`src/verilog/pll_tune_test_mux_regs.svh`:
```
// Offsets, field positions, reset values and timing counts
//
// Function
// Bits 7:3 of the tune-time register give the retune settling time in 10 us steps, up to 310 us.
// After reset the retune settling field means 100 us.
// Bits 2:0 of the tune-time register give the post-calibration settling time in 10 us steps, up to 70 us.
// After reset the post-calibration settling field means 20 us.
// A cold start waits the retune time plus the post-calibration time before the synthesizer counts as settled.
// The tune-time register resets to 01010010 and both fields are readable and writable.
// Bits 5:2 of the boost register set the bad-preamble threshold; the window lasts threshold times 4 bit periods.
// The boost register resets to 01010100 with reserved 7:6, threshold, regulator boost at bit 1, bias boost at bit 0.
// In calibration control bit 7 reads as zero, bit 5 is the read-only ADC-calibration-done flag, the rest are read/write.
// Select 30 puts chip ready, PLL enable and transmit enable on GPIO0, GPIO1, GPIO2.
// Select 44 puts the gated modulator clock, the transmit clock and the FIFO read clock on GPIO0, GPIO1, GPIO2.
// Select 49 puts packet handler enable, valid preamble and packet searching on GPIO0, GPIO1, GPIO2.
// Select 52 puts sync detected, CRC error and header error on GPIO0, GPIO1, GPIO2.
// Select 63 puts ADC enable, ADC reference enable and combined ADC reset on GPIO0, GPIO1, GPIO2.
// Software routes a GPIO to the test multiplexer before it expects a test signal on that pin.
`ifndef PLL_TUNE_TEST_MUX_REGS_SVH
`define PLL_TUNE_TEST_MUX_REGS_SVH

// ----------------------------------------------------------------------
// Register offsets
// ----------------------------------------------------------------------
`define OFS_TEST_BUS_SEL   8'h51
`define OFS_PLL_TUNE_TIME  8'h53
`define OFS_AMP_BOOST      8'h54
`define OFS_CAL_CONTROL    8'h55

// ----------------------------------------------------------------------
// Reset values
// ----------------------------------------------------------------------
`define RST_TEST_BUS_SEL   8'h00
`define RST_PLL_TUNE_TIME  8'h52
`define RST_AMP_BOOST      8'h54
`define RST_CAL_CONTROL    8'h44

// ----------------------------------------------------------------------
// Field positions
// ----------------------------------------------------------------------
`define TS_MSB             7
`define TS_LSB             3
`define TO_MSB             2
`define TO_LSB             0
`define TH_MSB             5
`define TH_LSB             2
`define BIT_REG_BOOST      1
`define BIT_BIAS_BOOST     0
`define BIT_CAL_RSVD       7
`define BIT_CAL_ADC_DONE   5
`define BIT_SCAN_EN        6
`define DTB_MSB            5

// ----------------------------------------------------------------------
// Test bus select codes
// ----------------------------------------------------------------------
`define DTB_STATE          6'h1E
`define DTB_CLOCKS         6'h2C
`define DTB_RX_SEARCH      6'h31
`define DTB_RX_ERRORS      6'h34
`define DTB_ADC            6'h3F

// ----------------------------------------------------------------------
// Timing
// ----------------------------------------------------------------------
`define CLK_PERIOD_NS      10
`define SETTLE_STEP_NS     10000
`define SETTLE_STEP_CYC    (`SETTLE_STEP_NS / `CLK_PERIOD_NS)
`define BITS_PER_THRESH    4

`endif

```
`src/verilog/pll_tune_test_mux_pkg.sv`:
```
// Types shared by the tune-time, boost and test-mux register block
`default_nettype none
package pll_tune_test_mux_pkg;

    typedef struct packed {
        logic chip_ready;
        logic pll_enable;
        logic tx_enable;
        logic mod_clk_10m;
        logic tx_clk;
        logic fifo_read_clock;
        logic rx_packet_handler_enable;
        logic valid_preamble;
        logic packet_searching;
        logic sync_detected;
        logic crc_error;
        logic header_error;
        logic adc_enable;
        logic adc_ref_enable;
        logic adc_reset_n;
    } test_sig_t;

    typedef struct packed {
        logic xtal_start_half;
        logic rc_fine_cal_en;
        logic rc_cal_force;
        logic vco_cal_double;
        logic vco_cal_force;
        logic skip_vco_cal;
    } cal_ctrl_t;

    typedef enum logic [1:0] {
        SETTLE_IDLE,
        SETTLE_RUN
    } settle_state_t;

endpackage
`default_nettype wire

```
`src/verilog/pll_tune_test_mux_regs.sv`:
```
// Tune-time, boost and calibration registers with settle timer and test mux
//
// The implementer's own choice: the plain strobed port.
`include "pll_tune_test_mux_regs.svh"
`default_nettype none
module pll_tune_test_mux_regs
    import pll_tune_test_mux_pkg::*;
(
    input  wire logic       clk,
    input  wire logic       arst_n,
    input  wire logic [7:0] addr,
    input  wire logic [7:0] wdata,
    input  wire logic       wr,
    input  wire logic       rd,
    output logic      [7:0] rdata,
    input  wire logic       retune_start,
    input  wire logic       cold_start,
    output logic            settle_busy,
    output logic            settle_done,
    input  wire logic       bit_tick,
    input  wire logic       preamble_eval_start,
    input  wire logic       preamble_found,
    output logic            preamble_window_busy,
    output logic            bad_preamble,
    output logic            regulator_amp_boost,
    output logic            amp_bias_boost,
    input  wire logic       adc_cal_done,
    output cal_ctrl_t       cal_ctrl,
    output logic            scan_test_enable,
    input  wire test_sig_t  test_sig,
    output logic      [2:0] gpio_test
);

    // ------------------------------------------------------------------
    // Register file
    // ------------------------------------------------------------------
    logic [7:0] dtb_sel_ff;
    logic [7:0] tune_ff;
    logic [7:0] boost_ff;
    logic [7:0] cal_ff;
    logic [7:0] rdata_ff;
    logic [7:0] nxt_rdata;

    always_ff @(posedge clk or negedge arst_n) begin
        if (!arst_n) begin
            dtb_sel_ff <= `RST_TEST_BUS_SEL;
        end else if (wr && addr == `OFS_TEST_BUS_SEL) begin
            dtb_sel_ff <= wdata;
        end
    end

    // Both fields writable; reset gives 100 us and 20 us
    always_ff @(posedge clk or negedge arst_n) begin
        if (!arst_n) begin
            tune_ff <= `RST_PLL_TUNE_TIME;
        end else if (wr && addr == `OFS_PLL_TUNE_TIME) begin
            tune_ff <= wdata;
        end
    end

    always_ff @(posedge clk or negedge arst_n) begin
        if (!arst_n) begin
            boost_ff <= `RST_AMP_BOOST;
        end else if (wr && addr == `OFS_AMP_BOOST) begin
            boost_ff <= wdata;
        end
    end

    // Bits 7 and 5 are never stored; bit 5 is live status
    always_ff @(posedge clk or negedge arst_n) begin
        if (!arst_n) begin
            cal_ff <= `RST_CAL_CONTROL;
        end else if (wr && addr == `OFS_CAL_CONTROL) begin
            cal_ff <= wdata & 8'h5F;
        end
    end

    always_comb begin
        nxt_rdata = 8'h00;
        unique case (addr)
            `OFS_TEST_BUS_SEL:  nxt_rdata = dtb_sel_ff;
            `OFS_PLL_TUNE_TIME: nxt_rdata = tune_ff;
            `OFS_AMP_BOOST:     nxt_rdata = boost_ff;
            `OFS_CAL_CONTROL: begin
                nxt_rdata = cal_ff;
                nxt_rdata[`BIT_CAL_ADC_DONE] = adc_cal_done;
            end
            default:            nxt_rdata = 8'h00;
        endcase
    end

    // Unmapped reads answer zero
    always_ff @(posedge clk or negedge arst_n) begin
        if (!arst_n) begin
            rdata_ff <= 8'h00;
        end else if (rd) begin
            rdata_ff <= nxt_rdata;
        end
    end

    assign rdata               = rdata_ff;
    assign regulator_amp_boost = boost_ff[`BIT_REG_BOOST];
    assign amp_bias_boost      = boost_ff[`BIT_BIAS_BOOST];
    assign scan_test_enable    = dtb_sel_ff[`BIT_SCAN_EN];
    assign cal_ctrl            = '{
        xtal_start_half: cal_ff[6],
        rc_fine_cal_en:  cal_ff[4],
        rc_cal_force:    cal_ff[3],
        vco_cal_double:  cal_ff[2],
        vco_cal_force:   cal_ff[1],
        skip_vco_cal:    cal_ff[0]
    };

    // ------------------------------------------------------------------
    // PLL settle timer
    // ------------------------------------------------------------------
    // Fields are sampled at start, so a rewrite mid-count has no effect.
    settle_state_t state_ff;
    logic [5:0]    steps_ff;
    logic [9:0]    presc_ff;
    logic          done_ff;
    logic          step_tick;
    logic [5:0]    soft_steps;
    logic [5:0]    post_steps;

    assign soft_steps = {1'b0, tune_ff[`TS_MSB:`TS_LSB]};
    assign post_steps = {3'b000, tune_ff[`TO_MSB:`TO_LSB]};
    assign step_tick  = presc_ff == 10'(`SETTLE_STEP_CYC - 1);

    always_ff @(posedge clk or negedge arst_n) begin
        if (!arst_n) begin
            state_ff <= SETTLE_IDLE;
            steps_ff <= 6'h00;
        end else if (cold_start) begin
            state_ff <= SETTLE_RUN;
            steps_ff <= soft_steps + post_steps;
        end else if (retune_start) begin
            state_ff <= SETTLE_RUN;
            steps_ff <= soft_steps;
        end else begin
            unique case (state_ff)
                SETTLE_IDLE: state_ff <= SETTLE_IDLE;
                SETTLE_RUN: begin
                    if (steps_ff == 6'h00) begin
                        state_ff <= SETTLE_IDLE;
                    end else if (step_tick) begin
                        steps_ff <= steps_ff - 6'h01;
                    end
                end
                default: state_ff <= SETTLE_IDLE;
            endcase
        end
    end

    always_ff @(posedge clk or negedge arst_n) begin
        if (!arst_n) begin
            presc_ff <= 10'h000;
        end else if (cold_start || retune_start || step_tick
                     || state_ff != SETTLE_RUN) begin
            presc_ff <= 10'h000;
        end else begin
            presc_ff <= presc_ff + 10'h001;
        end
    end

    always_ff @(posedge clk or negedge arst_n) begin
        if (!arst_n) begin
            done_ff <= 1'b0;
        end else begin
            done_ff <= state_ff == SETTLE_RUN && steps_ff == 6'h00
                       && !cold_start && !retune_start;
        end
    end

    assign settle_busy = state_ff == SETTLE_RUN;
    assign settle_done = done_ff;

    // ------------------------------------------------------------------
    // Bad-preamble window
    // ------------------------------------------------------------------
    logic       pre_busy_ff;
    logic [5:0] pre_bits_ff;
    logic [5:0] pre_limit_ff;
    logic       bad_pre_ff;

    always_ff @(posedge clk or negedge arst_n) begin
        if (!arst_n) begin
            pre_busy_ff  <= 1'b0;
            pre_bits_ff  <= 6'h00;
            pre_limit_ff <= 6'h00;
        end else if (preamble_eval_start) begin
            pre_busy_ff  <= 1'b1;
            pre_bits_ff  <= 6'h00;
            pre_limit_ff <= 6'({boost_ff[`TH_MSB:`TH_LSB], 2'b00});
        end else if (pre_busy_ff) begin
            if (preamble_found || pre_bits_ff == pre_limit_ff) begin
                pre_busy_ff <= 1'b0;
            end else if (bit_tick) begin
                pre_bits_ff <= pre_bits_ff + 6'h01;
            end
        end
    end

    // A preamble seen on the closing cycle still counts as found
    always_ff @(posedge clk or negedge arst_n) begin
        if (!arst_n) begin
            bad_pre_ff <= 1'b0;
        end else begin
            bad_pre_ff <= pre_busy_ff && !preamble_eval_start
                          && !preamble_found
                          && pre_bits_ff == pre_limit_ff;
        end
    end

    assign preamble_window_busy = pre_busy_ff;
    assign bad_preamble         = bad_pre_ff;

    // ------------------------------------------------------------------
    // Digital test bus, upper codes
    // ------------------------------------------------------------------
    // Registered so the pins never glitch while the select changes.
    // Codes not listed here drive zero. Pins need routing by software.
    logic [2:0] gpio_ff;
    logic [2:0] nxt_gpio;

    always_comb begin
        nxt_gpio = 3'h0;
        unique case (dtb_sel_ff[`DTB_MSB:0])
            `DTB_STATE: nxt_gpio = {test_sig.tx_enable,
                                    test_sig.pll_enable,
                                    test_sig.chip_ready};
            `DTB_CLOCKS: nxt_gpio = {test_sig.fifo_read_clock,
                                     test_sig.tx_clk,
                                     test_sig.mod_clk_10m};
            `DTB_RX_SEARCH: nxt_gpio = {test_sig.packet_searching,
                test_sig.valid_preamble,
                test_sig.rx_packet_handler_enable};
            `DTB_RX_ERRORS: nxt_gpio = {test_sig.header_error,
                                        test_sig.crc_error,
                                        test_sig.sync_detected};
            `DTB_ADC: nxt_gpio = {test_sig.adc_reset_n,
                                  test_sig.adc_ref_enable,
                                  test_sig.adc_enable};
            default: nxt_gpio = 3'h0;
        endcase
    end

    always_ff @(posedge clk or negedge arst_n) begin
        if (!arst_n) begin
            gpio_ff <= 3'h0;
        end else begin
            gpio_ff <= nxt_gpio;
        end
    end

    assign gpio_test = gpio_ff;

    logic [15:0] elapsed_ff;
    logic [15:0] expect_ff;

    always_ff @(posedge clk or negedge arst_n) begin
        if (!arst_n) begin
            elapsed_ff <= 16'h0000;
            expect_ff  <= 16'h0000;
        end else if (cold_start || retune_start) begin
            elapsed_ff <= 16'h0000;
            expect_ff  <= 16'((cold_start ? 32'(soft_steps + post_steps)
                                          : 32'(soft_steps))
                              * `SETTLE_STEP_CYC);
        end else if (settle_busy) begin
            elapsed_ff <= elapsed_ff + 16'h0001;
        end
    end
endmodule // pll_tune_test_mux_regs
`default_nettype wire

```
`config.mk`:
```
export PLATFORM = sky130hd
export DESIGN_NAME = pll_tune_test_mux_regs
export DESIGN_NICKNAME = d
export VERILOG_FILES = /design/src/verilog/pll_tune_test_mux_pkg.sv /design/src/verilog/pll_tune_test_mux_regs.sv
export VERILOG_INCLUDE_DIRS = /design/src /design/src/verilog
export SDC_FILE = /design/constraint.sdc
export NUM_CORES = 1
export LEC_CHECK = 0
export BUFFER_PORTS_ARGS = -buffer_cell sky130_fd_sc_hd__buf_2
export CAP_MARGIN = 30
export CORE_UTILIZATION = 56
export CTS_CLUSTER_SIZE = 25
export DETAILED_ROUTE_END_ITERATION = 8
export PLACE_DENSITY = 0.76
export SLEW_MARGIN = 20
export SYNTH_ARGS = -nofsm -noshare
export SYNTH_HDL_FRONTEND = slang
export SYNTH_SLANG_ARGS = --single-unit
```
`constraint.sdc`:
```
create_clock -name clk -period 2.2 [get_ports clk]
set_clock_uncertainty 0.2 [all_clocks]
set_input_delay 0.22 -clock clk [delete_from_list [all_inputs] [get_ports clk]]
set_output_delay 0.22 -clock clk [all_outputs]
set_load 0.005 [all_outputs]
```
==> reports/summary.md <==
The flow ran to the end, and the final reports show no timing, DRC or antenna violations. The die is 82.1 um wide. The transition at the pin with the smallest max-transition slack was 0.413 ns; the fraction of the cycle the final worst path needs was 93.5%. Setup slack on the critical path of the routed design comes to 0.143 ns.

TritonCTS buffer count: 9. Post-placement setup slack: 0.246 ns. The clock passes through at most 2 buffers. The clock tree synthesis step divided the H-tree into 3 levels. In this run, synthesis produced a sequential element count of 71. The number of fill cells in the layout came out at 452. The leakage power figure was 0.00209 uW; the share of the core filled with cells was 73.0%. The smallest clock period supported by the final layout is computed as 2.06 ns.

The highest cell delay on the worst timing path is 0.57 ns, and the largest net degree at the start of global routing is 72. The share of synthesized area in the top cell type comes to 43.9%. The tools report the capture instance of the worst register-to-register path as gpio_test[1]. Traced cell by cell, the critical path runs through nand4b_1 -> nor3_1 -> a22oi_1 -> nand3_1 -> dlygate4sd3_1. STA classifies the critical path startpoint as a flip-flop.

The logs give 6740 um^2 for the die footprint and 0 for the total number of yosys warnings. The core region is 6060 um^2. The run gives 0 as the final routed DRC violation total. The post-synth net total came out at 375. Setup repair after global routing left no endpoint under its margin. The logs give 122 for the DRC violation total after the first TritonRoute iteration and 3610 um for the routed wire length on met2. Input and output buffers added on the ports amount to 64. After clock tree synthesis, the clock-pin slew on the worst setup and hold paths is 0.07 ns. The wire-length estimate of the detail-placed layout is 5550 um. Primary flip-flop cell chosen by synthesis mapping: sky130_fd_sc_hd__dfrtp_1. The initial core utilization is 59.3%, and the final max-slew violation count is 0.

After detailed routing, the wire length on met1 is 3740 um. Across the VDD grid, the largest voltage drop is 387 uV. Counting buffers and inverters, the worst setup path is 5 cells deep. Critical path's top delay family: simple AND/OR/NAND/NOR gates.

The tools report the worst slew slack as a fraction of its limit as 72.4%. The run gives 0.34 ns as the later-pin clock latency in the skew report. The root buffer cell chosen for the clock tree is sky130_fd_sc_hd__clkbuf_8.

The setup fix buffers added after clock tree synthesis was 0. In this run the worst path has a maximum fanout of 6. The critical path ends at gpio_test[1]. Max-cap violations in this run came to 0. The arrival time at the worst endpoint was 2.13 ns; the number of nets in the finished design was 466.

The wire length of the first global-routing pass is 12800 um, and the area added between synthesis and finish is 23.1%. The number of enable-type register cells in the synthesized netlist came out at 0. Global routing consumed, over all layers together, 25.9% of the routing resources. The via count of the first global-routing pass is 2659, and the per-cell via count in the routed design is 5.71. The iteration count of the initial detailed-routing pass was 4.

By area the synthesized netlist is led by sky130_fd_sc_hd__dfrtp_1, sky130_fd_sc_hd__mux2_2, sky130_fd_sc_hd__dfstp_2. In the final routed layout, each cell accounts on average for 15.9 um. The initial antenna violation count came out at 0.

At the end of routability-driven placement, the weighted congestion stood at 0.792. Number of instances in the synthesized netlist: 325. The tools report the startpoint of the worst register-to-register path as dtb_sel_ff[0]. Data on the critical path is required at its endpoint by 2.27 ns.

Setup violations remaining at the end of the flow were counted as 0. Once detail routing completed, the nets flagged for antenna violations numbered 0. For the total congestion overflow, the log shows 0. Of the cells placed in the final design, the portion with a size suffix greater than 1 is 32.5%.

The die height is 82.1 um, and the total power divided by cell area is 615 nW/um^2. After detailed routing, the total wire length is 7890 um. The sequential cell area fraction in the yosys report is 49.7%, and the slack of the worst reg-to-reg path is 0.14 ns. The proportion of synthesized flip-flops having asynchronous set or reset is 100%, and the footprint of the flip-flops and latches is 1790 um^2.

Depth of the most critical reg-to-reg path: 5. The repair_antennas step left the layout with diodes totalling 0. The number of hold-slack violations in the final timing report is 0. The kind of end point of the critical path was a flip-flop. The number of placement rows was 28. Wire segments on met3 add up to 396 um in the final route. The buffer and inverter count on the worst path came out at 1. The setup total negative slack was 0 ns; the average size of a mapped cell was 11.1 um^2.

The run gives 3590 um^2 as the post-synthesis cell area. The critical path is of the reg2reg type. The critical path starts at dtb_sel_ff[0]. The tightest min-delay check is of the in2reg type.

Counting distinct cell types in the post-synthesis netlist gives 51. The biggest area contributor in the post-synthesis netlist is sky130_fd_sc_hd__dfrtp_1. The number of sinks handled by clock tree synthesis was 71. Across all layers, the routed design uses 2834 vias.

65 I/O pins were placed. Summing all multi-input logic gate instances after layout gives 1720 um^2. On the critical path, the stage with the largest delay is an instance of sky130_fd_sc_hd__dlygate4sd3_1. The highest layer touched by signal routing is met4.

TritonCTS built the clock tree. Fmax: 0.486 GHz.
==> worst min path at each step <==
stage	from	to	slack (ns)	cells past startpoint
floorplan	arst_n	bad_preamble	-0.28	0
global placement	arst_n	steps_ff[2]	0.08	2
detailed placement	arst_n	steps_ff[3]	0.08	2
CTS	bit_tick	pre_bits_ff[1]	0.1	4
global route	retune_start	steps_ff[5]	0.12	2
finish	bit_tick	pre_bits_ff[1]	0.10	4
==> layout make-up <==
class	count	area share, %
inverters	18	1.53
clock buffers	14	4.13
repair buffers	88	12.6
multi-input cells	228	38.9
well taps	75	2.12
flip-flops and latches	71	40.4
clock inverters	2	0.283
==> through the flow <==
| step | area, um^2 | power, uW | cells | hold WS [ns] |
|---|---|---|---|---|
| after floorplan | 3590 | 1590 | 325 | -0.276 |
| after global placement | 4030 | 1710 | 462 | 0.0765 |
| after detailed placement | 4030 | 1720 | 462 | 0.0752 |
| final | 4420 | 2720 | 496 | 0.101 |
| after CTS | 4410 | 2740 | 496 | 0.0967 |
| after global routing | 4420 | 2840 | 496 | 0.117 |
==> power by group <==
group	leakage [uW]	internal (uW)	switching [uW]
sequential	0.000943	1360	51.9
clock	0.0000987	532	468
combinational	0.00105	151	157
total	0.00209	2040	677
==> timing repair <==
action / in CTS / in global routing
hold endpoints to repair: 108 / 0
resized for setup: 0 / 2
hold buffers: 18 / 0
endpoints found under the setup margin: 0 / 3
==> cells in the final DEF (no fill, tap or decap), types with 2 or more instances in the layout <==
cell type	n
sky130_fd_sc_hd__mux2_2	34
sky130_fd_sc_hd__mux2i_1	12
sky130_fd_sc_hd__buf_4	5
sky130_fd_sc_hd__o211ai_1	2
sky130_fd_sc_hd__nand4b_1	3
sky130_fd_sc_hd__o21ai_0	6
sky130_fd_sc_hd__dlygate4sd3_1	18
sky130_fd_sc_hd__dfstp_2	8
sky130_fd_sc_hd__clkbuf_8	13
sky130_fd_sc_hd__o22a_1	7
sky130_fd_sc_hd__o22ai_1	8
sky130_fd_sc_hd__ha_1	8
sky130_fd_sc_hd__nor4_1	2
sky130_fd_sc_hd__a22oi_1	14
sky130_fd_sc_hd__a21oi_1	10
sky130_fd_sc_hd__nor3_1	3
sky130_fd_sc_hd__and3_1	3
sky130_fd_sc_hd__nor2_1	31
sky130_fd_sc_hd__nand3_1	14
sky130_fd_sc_hd__and4_1	2
sky130_fd_sc_hd__nand2_1	20
sky130_fd_sc_hd__inv_1	18
sky130_fd_sc_hd__xor2_1	6
sky130_fd_sc_hd__dfrtp_1	63
sky130_fd_sc_hd__buf_2	64
sky130_fd_sc_hd__nor2b_1	2
sky130_fd_sc_hd__xnor2_1	15
==> layer usage <==
layer  up-vias  GRT usage [%]
met3        17           4.84
li1       1343              -
met1      1391           37.9
met5         -              0
met2        83           38.3
met4         0           9.65
==> tightest hold or removal path, cell delays in order <==
cell and delay, ns:
sky130_fd_sc_hd__buf_2 0.12, sky130_fd_sc_hd__o2111ai_4 0.10, sky130_fd_sc_hd__mux2i_1 0.08, sky130_fd_sc_hd__nor2_1 0.08
==> cell usage after synthesis, drive strengths merged, types with 7 or more instances <==
library cell  number
nand2             21
dfstp              8
dfrtp             63
o21ai              7
mux2              34
a22oi             14
ha                 8
nor2              31
o22ai              8
mux2i             12
inv               18
o22a               7
a21oi             10
xnor2             15
nand3             15
==> state kept, by name (all words and copies together) (netlist names) <==
name / flops
boost_ff: 8
pre_bits_ff: 6
pre_limit_ff: 4
presc_ff: 10
cal_ff: 6
settle_done: 1
dtb_sel_ff: 8
steps_ff: 6
tune_ff: 8
bad_preamble: 1
gpio_test: 3
preamble_window_busy: 1
rdata: 8
state_ff: 1
==> cells by family (layout without fill, tap and decap cells) <==
family | Yosys count | count (layout) | synth area share (%)
adders and majority gates | 9 | 9 | 3.34
xor gates and xnor gates | 21 | 21 | 5.12
DFF | 71 | 71 | 49.7
and+or+nand+nor | 94 | 94 | 13.4
buffers and inverters | 26 | 122 | 2.75
AOI/OAI and AO/OA | 58 | 58 | 11.7
muxes | 46 | 46 | 14.0
No activity file was read; power rests on OpenSTA's default activity.
